===== src/hw/amp_monitor_pkg.sv =====
// package: offsets, field positions and encodings of the status monitor bank
package amp_monitor_pkg;
  localparam int ADDR_W = 8;
  localparam int DATA_W = 8;
  // register offsets on the control port
  localparam logic [7:0] PLL_STATE_MONITOR_ADDR = 8'h69;
  localparam logic [7:0] ANALOG_POWER_MONITOR_ADDR = 8'h6a;
  localparam logic [7:0] PROTECT_RESET_MONITOR_ADDR = 8'h6b;
  localparam logic [7:0] MUTE_STATE_MONITOR_ADDR = 8'h6c;
  // pll_state_monitor fields
  localparam int PLL_ON_FLAG_BIT = 4;
  localparam int PLL_SOURCE_LSB = 0;
  localparam int PLL_SOURCE_W = 3;
  localparam int PLL_RSVD_HI_LSB = 5;
  localparam int PLL_RSVD_LO_BIT = 3;
  // pll source encodings, all others reserved and mean mute
  localparam logic [2:0] SRC_MASTER_CLK = 3'h0;
  localparam logic [2:0] SRC_BIT_CLK = 3'h1;
  localparam logic [2:0] SRC_INTERNAL_OSCILLATOR = 3'h2;
  localparam logic [2:0] SRC_GP_PIN = 3'h3;
  // mute_state_monitor fields
  localparam int LEFT_DUMMY_UNMUTE_BIT = 5;
  localparam int RIGHT_DUMMY_UNMUTE_BIT = 4;
  localparam int LEFT_UNMUTE_BIT = 1;
  localparam int RIGHT_UNMUTE_BIT = 0;
  localparam int MUTE_RSVD_HI_LSB = 6;
  localparam int MUTE_RSVD_LO_LSB = 2;
  // reset value of the sampled monitor registers
  localparam logic [7:0] RSVD_RESET = 8'h00;
endpackage


===== src/hw/amp_status_monitor_regs.sv =====
// status monitor register bank of the amplifier; monitor bits read-only, reserved bits writable
//
// Function
// - pll monitor bit 4 shows pll enabled (1) or disabled (0).
// - bits 2-0 encode pll source: master clk, bit clk, oscillator, gp pin; others mute.
// - source shows auto choice when auto setup active, else programmed one.
// - analog power bit 7 shows charge pump active.
// - analog power bit 6 shows analog reference active.
// - analog power bit 5 shows line driver active.
// - analog power bit 4 shows line bias active.
// - analog power bit 3 shows line common-mode feedback active.
// - analog power bit 2 shows left output stage active.
// - analog power bit 1 shows right output stage active.
// - analog power bit 0 shows dac active.
// - protection bit 7 shows offset compensator active.
// - protection bit 6 shows short protector active.
// - protection bit 5 shows impedance sensor active.
// - protection bit 4 shows whole impedance sensing circuitry active.
// - protection bit 3 is 0 while left short protector in reset.
// - protection bit 2 is 0 while right short protector in reset.
// - protection bit 1 is 0 while dac modulator in reset.
// - protection bit 0 is 0 while dac element matching in reset.
// - mute bits 5,4 show left/right dummy output unmuted.
// - mute bits 1,0 show left/right channel unmuted.
`timescale 1ns/10ps
module amp_status_monitor_regs
  import amp_monitor_pkg::*;
(
  input wire logic clk_i,
  input wire logic rst_b_i,
  // control port register access
  input wire logic [ADDR_W-1:0] reg_addr_i,
  input wire logic reg_wr_i,
  input wire logic reg_rd_i,
  input wire logic [DATA_W-1:0] reg_wdata_i,
  output logic [DATA_W-1:0] reg_rdata_o,
  output logic reg_hit_o,
  // live status sources
  input wire logic pll_on_flag_i,
  input wire logic auto_setup_i,
  input wire logic [2:0] auto_source_i,
  input wire logic [2:0] prog_source_i,
  input wire logic charge_pump_power_flag_i,
  input wire logic analog_ref_power_flag_i,
  input wire logic line_driver_power_flag_i,
  input wire logic line_bias_power_flag_i,
  input wire logic line_feedback_power_flag_i,
  input wire logic left_stage_power_flag_i,
  input wire logic right_stage_power_flag_i,
  input wire logic dac_power_flag_i,
  input wire logic offset_comp_power_flag_i,
  input wire logic short_guard_power_flag_i,
  input wire logic imp_sensor_power_flag_i,
  input wire logic imp_circuit_power_flag_i,
  input wire logic left_short_guard_run_flag_i,
  input wire logic right_short_guard_run_flag_i,
  input wire logic modulator_run_flag_i,
  input wire logic element_match_run_flag_i,
  input wire logic left_dummy_unmute_flag_i,
  input wire logic right_dummy_unmute_flag_i,
  input wire logic left_unmute_flag_i,
  input wire logic right_unmute_flag_i,
  // decoded source, for the clock tree
  output logic [2:0] pll_source_field_o,
  output logic pll_source_mute_o
);

  // ****************************************
  // source selection
  // ****************************************
  logic [2:0] source_sel;

  pll_source_select u_src (
    .auto_setup_i(auto_setup_i),
    .auto_source_i(auto_source_i),
    .prog_source_i(prog_source_i),
    .source_o(source_sel)
  );

  // ****************************************
  // status sampling
  // ****************************************
  logic [7:0] pll_mon_r;
  logic [7:0] power_mon_r;
  logic [7:0] protect_mon_r;
  logic [7:0] mute_mon_r;
  logic [7:0] pll_live;
  logic [7:0] power_live;
  logic [7:0] protect_live;
  logic [7:0] mute_live;
  // writable reserved bits kept so software reads back what it wrote
  logic [2:0] pll_rsvd_hi_r;
  logic pll_rsvd_lo_r;
  logic [1:0] mute_rsvd_hi_r;
  logic [1:0] mute_rsvd_lo_r;

  // live status assembled into register layouts
  assign pll_live = {pll_rsvd_hi_r,
                     pll_on_flag_i,
                     pll_rsvd_lo_r,
                     source_sel};
  assign power_live = {charge_pump_power_flag_i,
                       analog_ref_power_flag_i,
                       line_driver_power_flag_i,
                       line_bias_power_flag_i,
                       line_feedback_power_flag_i,
                       left_stage_power_flag_i,
                       right_stage_power_flag_i,
                       dac_power_flag_i};
  assign protect_live = {offset_comp_power_flag_i,
                         short_guard_power_flag_i,
                         imp_sensor_power_flag_i,
                         imp_circuit_power_flag_i,
                         left_short_guard_run_flag_i,
                         right_short_guard_run_flag_i,
                         modulator_run_flag_i,
                         element_match_run_flag_i};
  assign mute_live = {mute_rsvd_hi_r,
                      left_dummy_unmute_flag_i,
                      right_dummy_unmute_flag_i,
                      mute_rsvd_lo_r,
                      left_unmute_flag_i,
                      right_unmute_flag_i};

  // one sampling stage into the register clock domain
  always_ff @(posedge clk_i or negedge rst_b_i) begin
    if (!rst_b_i) begin
      pll_mon_r <= RSVD_RESET;
      power_mon_r <= RSVD_RESET;
      protect_mon_r <= RSVD_RESET;
      mute_mon_r <= RSVD_RESET;
    end else begin
      pll_mon_r <= pll_live;
      power_mon_r <= power_live;
      protect_mon_r <= protect_live;
      mute_mon_r <= mute_live;
    end
  end

  // ****************************************
  // address decode
  // ****************************************
  logic sel_pll;
  logic sel_power;
  logic sel_protect;
  logic sel_mute;

  // one offset compare shared by the write, hit and read decodes
  function automatic logic offset_is(input logic [ADDR_W-1:0] addr,
    input logic [ADDR_W-1:0] ofs);
    offset_is = (addr == ofs);
  endfunction

  // one select per mapped register, so all decodes agree on the map
  assign sel_pll = offset_is(reg_addr_i, PLL_STATE_MONITOR_ADDR);
  assign sel_power = offset_is(reg_addr_i, ANALOG_POWER_MONITOR_ADDR);
  assign sel_protect = offset_is(reg_addr_i, PROTECT_RESET_MONITOR_ADDR);
  assign sel_mute = offset_is(reg_addr_i, MUTE_STATE_MONITOR_ADDR);

  // ****************************************
  // write decode
  // ****************************************
  logic wr_pll;
  logic wr_mute;

  // only reserved r/w bits accept data; monitor bits ignore writes
  assign wr_pll = reg_wr_i && sel_pll;
  assign wr_mute = reg_wr_i && sel_mute;

  always_ff @(posedge clk_i or negedge rst_b_i) begin
    if (!rst_b_i) begin
      pll_rsvd_hi_r <= 3'h0;
      pll_rsvd_lo_r <= 1'b0;
      mute_rsvd_hi_r <= 2'h0;
      mute_rsvd_lo_r <= 2'h0;
    end else begin
      if (wr_pll) begin
        pll_rsvd_hi_r <= reg_wdata_i[PLL_RSVD_HI_LSB +: 3];
        pll_rsvd_lo_r <= reg_wdata_i[PLL_RSVD_LO_BIT];
      end
      if (wr_mute) begin
        mute_rsvd_hi_r <= reg_wdata_i[MUTE_RSVD_HI_LSB +: 2];
        mute_rsvd_lo_r <= reg_wdata_i[MUTE_RSVD_LO_LSB +: 2];
      end
    end
  end

  // ****************************************
  // read path
  // ****************************************
  logic [7:0] rd_mux;
  logic addr_hit;

  // unmapped offsets read zero and do not raise hit
  assign addr_hit = sel_pll || sel_power || sel_protect || sel_mute;
  assign rd_mux = sel_pll ? pll_mon_r :
                  sel_power ? power_mon_r :
                  sel_protect ? protect_mon_r :
                  sel_mute ? mute_mon_r : 8'h00;

  // read data registered, held until the next read
  always_ff @(posedge clk_i or negedge rst_b_i) begin
    if (!rst_b_i) begin
      reg_rdata_o <= 8'h00;
    end else if (reg_rd_i) begin
      reg_rdata_o <= rd_mux;
    end
  end

  assign reg_hit_o = (reg_rd_i || reg_wr_i) && addr_hit;

  // source field out, reserved codes flag mute
  assign pll_source_field_o = pll_mon_r[PLL_SOURCE_LSB +: PLL_SOURCE_W];
  assign pll_source_mute_o = (pll_source_field_o > SRC_GP_PIN);
endmodule


===== src/hw/pll_source_select.sv =====
// pll reference source selection between automatic and programmed choice
`timescale 1ns/10ps
module pll_source_select
  import amp_monitor_pkg::*;
(
  input wire logic auto_setup_i,
  input wire logic [2:0] auto_source_i,
  input wire logic [2:0] prog_source_i,
  output logic [2:0] source_o
);
  // auto setup overrides the programmed source while active
  assign source_o = auto_setup_i ? auto_source_i : prog_source_i;
endmodule


===== config.mk =====
export PLATFORM = sky130hd
export DESIGN_NAME = amp_status_monitor_regs
export DESIGN_NICKNAME = d
export VERILOG_FILES = /design/src/hw/amp_monitor_pkg.sv /design/src/hw/amp_status_monitor_regs.sv /design/src/hw/pll_source_select.sv
export SDC_FILE = /design/constraint.sdc
export NUM_CORES = 1
export LEC_CHECK = 0
export ABC_AREA = 0
export BUFFER_PORTS_ARGS = -buffer_cell sky130_fd_sc_hd__clkbuf_2
export CAP_MARGIN = 10
export CORE_MARGIN = 2
export CORE_UTILIZATION = 53
export DETAILED_ROUTE_END_ITERATION = 6
export HOLD_SLACK_MARGIN = 0.06
export PLACE_DENSITY_LB_ADDON = 0.08
export SYNTH_ARGS = -nofsm -noshare
export SYNTH_HDL_FRONTEND = slang
export SYNTH_SLANG_ARGS = --single-unit

===== constraint.sdc =====
create_clock -name clk_i -period 2.9 [get_ports clk_i]
set_clock_uncertainty 0.1 [all_clocks]
set_input_delay 0.29 -clock clk_i [delete_from_list [all_inputs] [get_ports clk_i]]
set_output_delay 0.29 -clock clk_i [all_outputs]
set_load 0.02 [all_outputs]

-- Word level (Yosys, flattened, before mapping)
Index checks and enable logic that the tools add are counted.
- register bits after elaboration: 48
- input bits: 48
- output and inout port bits: 13
- logic and storage cells: 26
- $lt $le $gt $ge: 1
- eq/ne operators: 4
- muxes and demuxes: 5
- reductions and logical operators: 7
- operator list (cell ; number):
    8-bit by 7-bit == test with 1-bit output, second input constant ; 4
    8-bit 2-to-1 mux ; 4
    1-bit logical OR ; 4
    3-bit by 2-bit greater-than comparator with 1-bit output, second input constant ; 1
    1-bit logical AND ; 3
    3-bit 2-to-1 mux ; 1

-- Depth between registers and ports, before layout
Gate-level depths: netlist (run 1).
- word-level depth: 5
- depth in mapped cells: 6
- depth with buffers taken out: 4

-- Cells and area by module
Synthesis (run 1) repeated with hierarchy kept, for this count alone.
- cells, all modules: 134
- area, all modules: 1919.3 sq um
- modules (own cells, without submodules) (module ; instances ; cells an instance ; area each (sq um) ; sequential area each (sq um)):
    amp_status_monitor_regs ; 1 ; 131 ; 1885.6 ; 1201.2
    pll_source_select ; 1 ; 3 ; 33.8 ; 0.0

-- Worst setup path before layout (run 1)
No wires, ideal clock.
- path type: in2out
- start point: input port reg_addr_i[1]
- end point: output port reg_hit_o
- arrival: 1123 ps
- data required time: 2510 ps
- setup slack: 1387 ps
- cell stages on the path: 4
- path buffers: 1
- path through: buf_4 nor2_1 or2_2 a21oi_1
- word-level cells in the longest chain between the ends: 5
- elaborated cells between the ends (all ways): 8
- those cells by class: eq/ne: 4; reduce/logical: 4
- RTL lines (item ; RTL line ; text):
    start: declaration ; amp_status_monitor_regs.sv:32 ; input wire logic [ADDR_W-1:0] reg_addr_i,
    8-bit by 7-bit == test with 1-bit output ; amp_status_monitor_regs.sv:151 ; offset_is = (addr == ofs);
    1-bit logical OR (2 in a row) ; amp_status_monitor_regs.sv:195 ; assign addr_hit = sel_pll || sel_power || sel_protect || sel_mute;
    1-bit logical OR * ; amp_status_monitor_regs.sv:195 ;
    1-bit logical AND * ; amp_status_monitor_regs.sv:210 ; assign reg_hit_o = (reg_rd_i || reg_wr_i) && addr_hit;
    end: declaration ; amp_status_monitor_regs.sv:37 ; output logic reg_hit_o,
Every way passes the cells marked *; elsewhere a longest branch is shown, timed or not.

-- Final worst setup path (run 1)
- start point: input port reg_addr_i[0]
- end point: output port reg_hit_o
The elaborated chain is that of the path after synthesis.

==> tab_implementation.tex, run 1 <==
\begin{tabular}{lr}
\hline
Metric & Value \\
\hline
\multicolumn{2}{l}{\textbf{GRT}} \\
Largest net degree at the start of global routing & 49 \\
Overall overflow remaining after global route & 0 \\
All-layer global routing usage & 22.2\% \\
Number of antenna violations at the first check in global routing & 0 \\
Number of global-route vias before repair & 1530 \\
Global-route wire length before repair & 6.75 mm \\
\multicolumn{2}{l}{\textbf{Timing}} \\
Count of final setup violators & 0 \\
Worst-margin pin slew & 0.629 ns \\
Hold Fails Final Rpt & 0 \\
Setup repair after global routing missed its margin & false \\
Fin worst setup slack & 1.20 ns \\
Period utilization & 58.6\% \\
Final critical delay including setup and external delays & 1.70 ns \\
Setup tns final & 0 ns \\
Max-slew violation total from the final report & 0 \\
Highest attainable clock frequency & 588 MHz \\
Worst slew margin relative to its limit & 58.1\% \\
\multicolumn{2}{l}{\textbf{Floorplan}} \\
FP Rows & 21 \\
Die ar. & 4080 um2 \\
Area of the placeable core & 3390 um2 \\
Vert. Die Dim & 63.8 um \\
Initial Utilization & 56.0\% \\
Boundary pin count & 61 \\
Die extent in x & 63.8 um \\
\multicolumn{2}{l}{\textbf{Setup path}} \\
Crit path buffers/inverters & 2 \\
Worst R2R Path Depth & 4 \\
Data required time at the worst endpoint & 2.51 ns \\
Critical path launch point type & primary input \\
Count of cell instances traversed by the critical path & 5 \\
Category of the critical setup timing path & primary input to output port \\
Cell breakdown of the critical path & clkbuf\_2 -> nor2\_1 -> or2\_2 -> a21oi\_1 -> clkbuf\_2 \\
Cell family contributing the most delay on the critical path & buffers and inverters \\
Worst r2r src & power\_mon\_r[1]\$\_DFF\_PN0\_ \\
Terminus of the critical flop-to-flop path & reg\_rdata\_o[1]\$\_DFFE\_PN0P\_ \\
Cell seen most often among critical-path stages & sky130\_fd\_sc\_hd\_\_clkbuf\_2 \\
Largest incremental delay on the critical path & 0.32 ns \\
Worst Path Max Fanout & 20 \\
CP endpoint kind & output port \\
Crit path DAT & 1.31 ns \\
Slack of the worst reg-to-reg path & 1.80 ns \\
CP endpoint & reg\_hit\_o \\
Beginning of the critical path & reg\_addr\_i[0] \\
Critical path's slowest cell & sky130\_fd\_sc\_hd\_\_clkbuf\_2 \\
\multicolumn{2}{l}{\textbf{Cells and area}} \\
Number of filler cells placed in the layout & 224 \\
Share of cells above drive strength 1 & 37.4\% \\
Nets@finish & 274 \\
Count of antenna diodes in the layout & 0 \\
Area occupied by multi-input gates & 609 um2 \\
P\&R area growth vs syn & 35.3\% \\
Cell area after layout & 2570 um2 \\
Flip-flop and latch area & 1200 um2 \\
\multicolumn{2}{l}{\textbf{Pwr}} \\
LEAKAGE & 1.29 nW \\
Power density over the cells & 455 nW/um2 \\
Peak ir drop on the vdd network & 0.349 mV \\
\multicolumn{2}{l}{\textbf{Synthesis}} \\
Cell Area, Synth & 1900 um2 \\
Post-synth top area cell & sky130\_fd\_sc\_hd\_\_dfrtp\_1 \\
Synth top cells by count & sky130\_fd\_sc\_hd\_\_dfrtp\_1 (48), sky130\_fd\_sc\_hd\_\_a21oi\_1 (7), sky130\_fd\_sc\_hd\_\_nand2\_1 (7), sky130\_fd\_sc\_hd\_\_nand2b\_1 (7) \\
Async SR Flop Fraction & 100\% \\
Sequential element share of the synthesized area & 63.3\% \\
Yosys warning total & 0 \\
Synth Instances & 140 \\
Number of enable-type register cells in the synthesized netlist & 0 \\
Number of synthesized register bits & 48 \\
Number of distinct standard cells referenced by the synthesized netlist & 31 \\
Syn\_nets & 188 \\
Syn Area/Cell & 13.6 um2 \\
Top-count cell post-synth & sky130\_fd\_sc\_hd\_\_dfrtp\_1 \\
Synth top area share & 63.3\% \\
Dominant cells by area after synthesis & sky130\_fd\_sc\_hd\_\_dfrtp\_1 (63\%), sky130\_fd\_sc\_hd\_\_mux2\_2 (3.6\%), sky130\_fd\_sc\_hd\_\_mux2\_4 (3.2\%), sky130\_fd\_sc\_hd\_\_a21o\_1 (2.4\%), sky130\_fd\_sc\_hd\_\_nand3b\_1 (2.4\%) \\
Dominant synthesized flop cell & sky130\_fd\_sc\_hd\_\_dfrtp\_1 \\
\multicolumn{2}{l}{\textbf{Detailed routing}} \\
Average vias per placed instance & 5.07 \\
Detailed-routing iteration count for the pre-antenna-repair pass & 5 \\
Overall via count from detail\_route & 1384 \\
Residual antenna-violating net count after detailed routing & 0 \\
Average detailed-routed wire length per instance & 14.9 um \\
Number of DRC markers in iteration 0 & 66 \\
Drt drc & 0 \\
Post-Route WL & 4.06 mm \\
\multicolumn{2}{l}{\textbf{Flow run}} \\
Max\_cap viols & 0 \\
\multicolumn{2}{l}{\textbf{Clock network}} \\
Number of resized instances in the post-cts repair step & 0 \\
Clock slew at reported path FFs & 0.12 ns \\
Number of H-tree levels & 2 \\
Number of clock buffers inserted by TritonCTS & 5 \\
Postcts setup bufs & 0 \\
Deepest clock path buffer count & 2 \\
Clock sink count & 48 \\
Root buffer cell & sky130\_fd\_sc\_hd\_\_clkbuf\_4 \\
Clock tree from TritonCTS & done \\
Total of hold buffers inserted after clock tree synthesis & 28 \\
Worst-Skew Late Latency & 0.35 ns \\
\multicolumn{2}{l}{\textbf{Min path}} \\
Path category of the worst min-delay check & primary input to register \\
Startpoint of the lowest-slack hold path & reg\_wdata\_i[6] \\
Hold Path Stages & 2 \\
\multicolumn{2}{l}{\textbf{Placed design}} \\
Placement-stage worst setup slack & 1.09 ns \\
Post-detailed-placement cell area & 2170 um2 \\
Gpl congestion & 0.703 \\
Final HPWL from detailed placement & 2.65 mm \\
Count of buffers inserted at the top-level ports & 57 \\
\multicolumn{2}{l}{\textbf{Outcome}} \\
Run status & complete, no violations \\
\hline
\end{tabular}
[layer usage]
metal | routed length (um) | GRT usage, % | vias to the layer above | share of wire [%]
met5 | 0 | 0 | - | 0
met4 | 93 | 8.42 | 0 | 2.3
met3 | 243 | 6.16 | 8 | 6.0
met2 | 2170 | 40.1 | 48 | 53
met1 | 1560 | 24.8 | 672 | 38
li1 | - | - | 656 | -
[per-stage QoR]
step	hold slack, ns	total power [mW]	cells	util, %
finish	0.0798	1.17	273	75.7
global route	0.0605	1.23	273	75.7
CTS	0.0607	1.17	269	74.0
detailed placement	0.259	0.833	233	64.0
global placement	0.254	0.828	233	64.0
floorplan	-0.106	0.781	140	-
[cell families after synthesis]
kind of cell | count (synthesis) | synth area share [%]
flip-flops | 48 | 63.3
AO/OA/AOI/OAI | 34 | 12.2
AND/OR/NAND/NOR | 33 | 12.6
buffers and inverters | 14 | 4.61
multiplexers | 11 | 7.32
[worst register-to-register path, cell delays in order (launching register included)]
cell and delay (ns):
sky130_fd_sc_hd__dfrtp_1 0.38, sky130_fd_sc_hd__nand3b_1 0.08, sky130_fd_sc_hd__a21oi_1 0.08, sky130_fd_sc_hd__o21ai_0 0.26, sky130_fd_sc_hd__a2bb2oi_1 0.11
[cells in the final DEF (no fill, tap or decap), drive strengths merged, types with 7 or more instances in the layout]
cell,instances
clkbuf,63
dfrtp,48
dlygate4sd3,31
mux2,11
nand2,8
o21ai,8
a21oi,7
nand2b,7
[power by group]
part	total, mW	switching [mW]	internal (mW)	leakage [nW]
clock network	0.310	0.194	0.116	0.0380
logic	0.149	0.0664	0.0829	0.635
registers	0.709	0.0111	0.698	0.612
total	1.17	0.271	0.897	1.29
[flip-flops by register name (all words and copies together) (netlist names)]
name / cells
pll_rsvd_lo_r: 1
pll_rsvd_hi_r: 3
mute_mon_r: 8
power_mon_r: 8
mute_rsvd_hi_r: 2
protect_mon_r: 8
mute_rsvd_lo_r: 2
pll_mon_r: 8
reg_rdata_o: 8
[cell type report]
| class | instances | share of cell area [%] |
|---|---|---|
| Clock buffer | 6 | 2.00 |
| Clock inverter | 2 | 0.390 |
| Inverter | 4 | 0.585 |
| Multi-Input combinational cell | 78 | 23.7 |
| Sequential cell | 48 | 46.8 |
| Tap cell | 46 | 2.24 |
| Timing Repair Buffer | 89 | 24.3 |
[worst min path at each step]
stage	to	slack, ns
2_1_floorplan	mute_mon_r[0]$_DFF_PN0_	-0.11
3_3_place_gp	mute_mon_r[2]$_DFF_PN0_	0.25
3_5_place_dp	mute_mon_r[2]$_DFF_PN0_	0.26
4_1_cts	mute_mon_r[0]$_DFF_PN0_	0.06
5_1_grt	pll_rsvd_hi_r[1]$_DFFE_PN0P_	0.06
6_report	pll_rsvd_hi_r[1]$_DFFE_PN0P_	0.08
No activity file was read; power rests on OpenSTA's default activity.
==> run 2: changes to the inputs <==
Settings changed: CORE_UTILIZATION 53 to 49.
Clock period 2.9 ns to 1.7 ns, I/O delays scaled along.
==> run 2 against run 1 <==
  * Clock power is 120% higher
  * Register-to-register slack worse by 1.2 ns
  * Sequential cell count stayed put
  * Non-clock buffer count is 7 higher
  * First-iteration DRC count is 33% lower
  * Sequential share of layout area is 1.5 points lower
  * Final cell count is 3.3% higher
  * Setup slack worse by 1.1 ns
  * Wire length is 0.22% lower
  * Largest cell class unchanged
==> tab_implementation.tex, run 2 (same netlist as run 1, synthesis figures left out) <==
\begin{tabular}{lr}
\hline
Metric & Value \\
\hline
\multicolumn{2}{l}{\textbf{Clock network}} \\
Clock slew at reported path FFs & 0.08 ns \\
Root buffer cell & sky130\_fd\_sc\_hd\_\_clkbuf\_8 \\
Deepest clock path buffer count & 2 \\
Clock sink count & 48 \\
Clock tree from TritonCTS & done \\
Number of H-tree levels & 2 \\
Number of clock buffers inserted by TritonCTS & 5 \\
Worst-Skew Late Latency & 0.30 ns \\
Number of resized instances in the post-cts repair step & 0 \\
\multicolumn{2}{l}{\textbf{Pwr}} \\
LEAKAGE & 1.33 nW \\
Final Total Pwr & 2.15 mW \\
Peak ir drop on the vdd network & 0.687 mV \\
Power density over the cells & 811 nW/um2 \\
\multicolumn{2}{l}{\textbf{Detailed routing}} \\
Drt drc & 0 \\
Number of DRC markers in iteration 0 & 44 \\
Detailed-routing iteration count for the pre-antenna-repair pass & 5 \\
Average vias per placed instance & 4.94 \\
Overall via count from detail\_route & 1392 \\
Average detailed-routed wire length per instance & 14.4 um \\
Post-Route WL & 4.05 mm \\
Residual antenna-violating net count after detailed routing & 0 \\
\multicolumn{2}{l}{\textbf{Timing}} \\
Setup repair after global routing missed its margin & false \\
Period utilization & 92.2\% \\
Hold Fails Final Rpt & 0 \\
Max-slew violation total from the final report & 0 \\
Worst slew margin relative to its limit & 63.7\% \\
Final critical delay including setup and external delays & 1.57 ns \\
Count of final setup violators & 0 \\
Fin worst setup slack & 0.133 ns \\
Setup tns final & 0 ns \\
Worst-margin pin slew & 0.545 ns \\
Highest attainable clock frequency & 638 MHz \\
\multicolumn{2}{l}{\textbf{Setup path}} \\
Worst Path Max Fanout & 1 \\
CP endpoint kind & register \\
Critical path launch point type & primary input \\
Category of the critical setup timing path & primary input to register \\
Data required time at the worst endpoint & 1.78 ns \\
Crit path DAT & 1.65 ns \\
\multicolumn{2}{l}{\textbf{Placed design}} \\
Final HPWL from detailed placement & 2.77 mm \\
Number of placed instances with taps included & 241 \\
Gpl congestion & 0.732 \\
Placement-stage worst setup slack & 0.189 ns \\
Count of buffers inserted at the top-level ports & 57 \\
Post-detailed-placement cell area & 2230 um2 \\
\multicolumn{2}{l}{\textbf{Cells and area}} \\
Top library cells by usage in the layout, fill and taps aside & sky130\_fd\_sc\_hd\_\_clkbuf\_2 (57), sky130\_fd\_sc\_hd\_\_dfrtp\_1 (48), sky130\_fd\_sc\_hd\_\_dlygate4sd3\_1 (33) \\
Most common cell after layout, fill and taps aside & sky130\_fd\_sc\_hd\_\_clkbuf\_2 \\
Number of filler cells placed in the layout & 281 \\
Nets@finish & 281 \\
Cell area after layout & 2650 um2 \\
P\&R area growth vs syn & 39.7\% \\
Layout Cells excl Fill & 282 \\
Count of antenna diodes in the layout & 0 \\
Share of cells above drive strength 1 & 38.5\% \\
\multicolumn{2}{l}{\textbf{GRT}} \\
Global-route wire length before repair & 6.53 mm \\
All-layer global routing usage & 20.7\% \\
Number of global-route vias before repair & 1439 \\
Number of antenna violations at the first check in global routing & 0 \\
Largest net degree at the start of global routing & 29 \\
Overall overflow remaining after global route & 0 \\
\multicolumn{2}{l}{\textbf{Outcome}} \\
Run status & complete, no violations \\
\multicolumn{2}{l}{\textbf{Floorplan}} \\
FP Rows & 22 \\
Die ar. & 4390 um2 \\
Boundary pin count & 61 \\
Initial Utilization & 51.5\% \\
Die extent in x & 66.2 um \\
Area of the placeable core & 3690 um2 \\
Vert. Die Dim & 66.2 um \\
\multicolumn{2}{l}{\textbf{Min path}} \\
Path category of the worst min-delay check & primary input to register \\
\multicolumn{2}{l}{\textbf{Flow run}} \\
Max\_cap viols & 0 \\
\hline
\end{tabular}
-- run 2: where the power goes --
part | total [mW] | internal, mW | switching (mW)
logic | 0.265 | 0.151 | 0.114
clock network | 0.676 | 0.324 | 0.352
registers | 1.21 | 1.19 | 0.0197
-- run 2: repair_timing --
action | in CTS | in global routing
hold endpoints to repair | 52 | 0
buffers inserted | 0 | 0
hold buffers | 33 | 0
-- run 2: path summary, 6_finish.rpt --
kind | cells after the start | end | slack [ns] | start
min reg2reg | 0 | mute_mon_r[2]$_DFF_PN0_ | 0.28 | mute_rsvd_lo_r[0]$_DFFE_PN0P_
max reg2reg | 4 | reg_rdata_o[2]$_DFFE_PN0P_ | 0.59 | power_mon_r[2]$_DFF_PN0_
min in group asynchronous | 2 | power_mon_r[6]$_DFF_PN0_ | 0.28 | rst_b_i
max in group asynchronous | 3 | reg_rdata_o[7]$_DFFE_PN0P_ | 0.68 | rst_b_i
max | 4 | pll_mon_r[1]$_DFF_PN0_ | 0.13 | prog_source_i[1]
min | 3 | reg_rdata_o[2]$_DFFE_PN0P_ | 0.18 | reg_rd_i
-- run 2: critical path, stage by stage --
cell	delay (ns)
sky130_fd_sc_hd__dlygate4sd3_1	0.55
sky130_fd_sc_hd__clkbuf_2	0.12
sky130_fd_sc_hd__mux2_2	0.25
sky130_fd_sc_hd__dlygate4sd3_1	0.56
-- run 2: final cells by class --
type,count,area (um2),share of cell area [%]
Clock inverter,2,10.0,0.378
Tap cell,48,60.1,2.27
Sequential cell,48,1200,45.3
Clock buffer,6,82.6,3.11
Multi-Input combinational cell,78,609,23.0
Inverter,4,15.0,0.566
Timing Repair Buffer,96,673,25.4
-- run 2: layer usage --
metal  vias to the layer above  track usage [%]  part of all wire [%]
met2                        38             36.4                    54
met5                         -                0                     0
met3                         8             6.64                   4.1
met1                       673             23.9                    41
met4                         0             6.38                   1.4
li1                        673                -                     -
-- run 2: per-stage QoR --
stage,utilization (%),hold WS (ns)
2_1_floorplan,-,-0.226
3_3_place_gp,60.4,0.0613
3_5_place_dp,60.4,0.0751
4_1_cts,71.9,0.165
5_1_grt,71.9,0.187
6_report,71.9,0.177
==> run 3: changes to the inputs <==
Settings changed: CORE_UTILIZATION 49 to 53.
Clock period 1.7 ns to 1.81 ns, I/O delays scaled along.
==> run 3 against run 2 <==
  * Die area decreased by 7.1%
  * Critical path depth unchanged
  * Global-route usage increased by 0.44 points
  * Final cell count decreased by 1.1%
  * First-iteration DRC count increased by 30%
  * Non-clock buffer count decreased by 1
  * Hold slack got worse by 0.071 ns
  * Total power decreased by 7.3%
  * Setup slack improved by 0.19 ns
  * Wire length decreased by 2.9%
  * Critical endpoint is now pll_mon_r[2]$_DFF_PN0_
  * Sequential share of layout area increased by 0.61 points
  * Sequential cell count unchanged
==> tab_implementation.tex, run 3 (same netlist as run 1, synthesis figures left out) <==
\begin{tabular}{lr}
\hline
Metric & Value \\
\hline
\multicolumn{2}{l}{\textbf{Setup path}} \\
Crit path DAT & 1.64 ns \\
Data required time at the worst endpoint & 1.96 ns \\
Critical path launch point type & primary input \\
Slack of the worst reg-to-reg path & 0.70 ns \\
Category of the critical setup timing path & primary input to register \\
Terminus of the critical flop-to-flop path & reg\_rdata\_o[1]\$\_DFFE\_PN0P\_ \\
Worst Path Max Fanout & 1 \\
CP endpoint & pll\_mon\_r[2]\$\_DFF\_PN0\_ \\
Worst R2R Path Depth & 3 \\
Worst r2r src & mute\_mon\_r[1]\$\_DFF\_PN0\_ \\
CP endpoint kind & register \\
Beginning of the critical path & auto\_source\_i[2] \\
\multicolumn{2}{l}{\textbf{Detailed routing}} \\
Detailed-routing iteration count for the pre-antenna-repair pass & 4 \\
Residual antenna-violating net count after detailed routing & 0 \\
Overall via count from detail\_route & 1373 \\
Drt drc & 0 \\
Post-Route WL & 3.93 mm \\
Average detailed-routed wire length per instance & 14.1 um \\
Number of DRC markers in iteration 0 & 57 \\
Average vias per placed instance & 4.92 \\
\multicolumn{2}{l}{\textbf{Timing}} \\
Count of final setup violators & 0 \\
Worst-margin pin slew & 0.575 ns \\
Period utilization & 82.3\% \\
Max-slew violation total from the final report & 0 \\
Hold Fails Final Rpt & 0 \\
Highest attainable clock frequency & 671 MHz \\
Setup tns final & 0 ns \\
Setup repair after global routing missed its margin & false \\
Final critical delay including setup and external delays & 1.49 ns \\
Worst slew margin relative to its limit & 61.7\% \\
\multicolumn{2}{l}{\textbf{Cells and area}} \\
Nets@finish & 280 \\
P\&R area growth vs syn & 37.8\% \\
Most common cell after layout, fill and taps aside & sky130\_fd\_sc\_hd\_\_clkbuf\_2 \\
Cell area after layout & 2620 um2 \\
Top library cells by usage in the layout, fill and taps aside & sky130\_fd\_sc\_hd\_\_clkbuf\_2 (57), sky130\_fd\_sc\_hd\_\_dfrtp\_1 (48), sky130\_fd\_sc\_hd\_\_dlygate4sd3\_1 (33) \\
Share of cells above drive strength 1 & 38.2\% \\
Share of the core filled with cells & 77.2\% \\
Count of antenna diodes in the layout & 0 \\
\multicolumn{2}{l}{\textbf{Floorplan}} \\
FP Rows & 21 \\
Area of the placeable core & 3390 um2 \\
Boundary pin count & 61 \\
Die ar. & 4080 um2 \\
Initial Utilization & 56.0\% \\
Die extent in x & 63.8 um \\
Vert. Die Dim & 63.8 um \\
\multicolumn{2}{l}{\textbf{Placed design}} \\
Gpl congestion & 0.741 \\
Count of buffers inserted at the top-level ports & 57 \\
Post-detailed-placement cell area & 2210 um2 \\
Final HPWL from detailed placement & 2.79 mm \\
\multicolumn{2}{l}{\textbf{Outcome}} \\
Run status & complete, no violations \\
\multicolumn{2}{l}{\textbf{GRT}} \\
Overall overflow remaining after global route & 0 \\
Global-route wire length before repair & 6.39 mm \\
Largest net degree at the start of global routing & 49 \\
Number of antenna violations at the first check in global routing & 0 \\
Number of global-route vias before repair & 1449 \\
All-layer global routing usage & 21.1\% \\
\multicolumn{2}{l}{\textbf{Clock network}} \\
Clock slew at reported path FFs & 0.14 ns \\
Number of resized instances in the post-cts repair step & 0 \\
Worst-Skew Late Latency & 0.36 ns \\
Root buffer cell & sky130\_fd\_sc\_hd\_\_clkbuf\_4 \\
Total of hold buffers inserted after clock tree synthesis & 33 \\
Deepest clock path buffer count & 2 \\
Number of H-tree levels & 2 \\
Postcts setup bufs & 0 \\
Clock tree from TritonCTS & done \\
Clock sink count & 48 \\
Number of clock buffers inserted by TritonCTS & 5 \\
\multicolumn{2}{l}{\textbf{Min path}} \\
Path category of the worst min-delay check & primary input to register \\
\multicolumn{2}{l}{\textbf{Pwr}} \\
LEAKAGE & 1.31 nW \\
Peak ir drop on the vdd network & 0.565 mV \\
Power density over the cells & 762 nW/um2 \\
\multicolumn{2}{l}{\textbf{Flow run}} \\
Max\_cap viols & 0 \\
\hline
\end{tabular}
==> run 3: layout make-up <==
cell class	instances	area (um2)
fillers	235	773
clock buffers	5	37.5
inverters	4	15.0
well taps	46	57.6
multi-input cells	78	609
clock inverters	3	42.5
repair buffers	95	653
flip-flops and latches	48	1200
==> run 3: worst min path at each step <==
stage | slack (ns) | end | cells past startpoint | start
5_1_grt | 0.09 | reg_rdata_o[7]$_DFFE_PN0P_ | 3 | reg_rd_i
3_5_place_dp | 0.19 | power_mon_r[6]$_DFF_PN0_ | 1 | analog_ref_power_flag_i
2_1_floorplan | -0.21 | mute_mon_r[0]$_DFF_PN0_ | 0 | rst_b_i
4_1_cts | 0.09 | reg_rdata_o[2]$_DFFE_PN0P_ | 3 | reg_rd_i
3_3_place_gp | 0.19 | protect_mon_r[0]$_DFF_PN0_ | 2 | rst_b_i
6_report | 0.11 | reg_rdata_o[2]$_DFFE_PN0P_ | 3 | reg_rd_i
==> run 3: where the power goes <==
part	total, mW	internal [mW]	switching (mW)
sequential	1.14	1.12	0.0186
combinational	0.241	0.138	0.103
clock	0.616	0.288	0.328
total	1.99	1.54	0.450
==> run 3: metrics by stage <==
stage / std cells / power (mW) / setup slack (ns) / hold WS, ns
detailed placement: 238 / 1.34 / 0.218 / 0.191
global route: 279 / 2.09 / 0.352 / 0.0947
finish: 279 / 1.99 / 0.320 / 0.106
CTS: 279 / 2.02 / 0.365 / 0.0912
global placement: 238 / 1.34 / 0.256 / 0.189
floorplan: 140 / 1.25 / 0.507 / -0.215
==> run 3: critical path, stage by stage <==
cell and delay (ns):
sky130_fd_sc_hd__dlygate4sd3_1 0.53, sky130_fd_sc_hd__clkbuf_2 0.10, sky130_fd_sc_hd__mux2_2 0.26, sky130_fd_sc_hd__dlygate4sd3_1 0.57
==> run 3: metal layers <==
| layer | wire length (um) | vias to the layer above | track usage (%) |
|---|---|---|---|
| met2 | 2170 | 32 | 38.7 |
| met5 | 0 | - | 0 |
| li1 | - | 665 | - |
| met4 | 21 | 0 | 6.52 |
| met1 | 1600 | 674 | 23.4 |
| met3 | 148 | 2 | 6.16 |
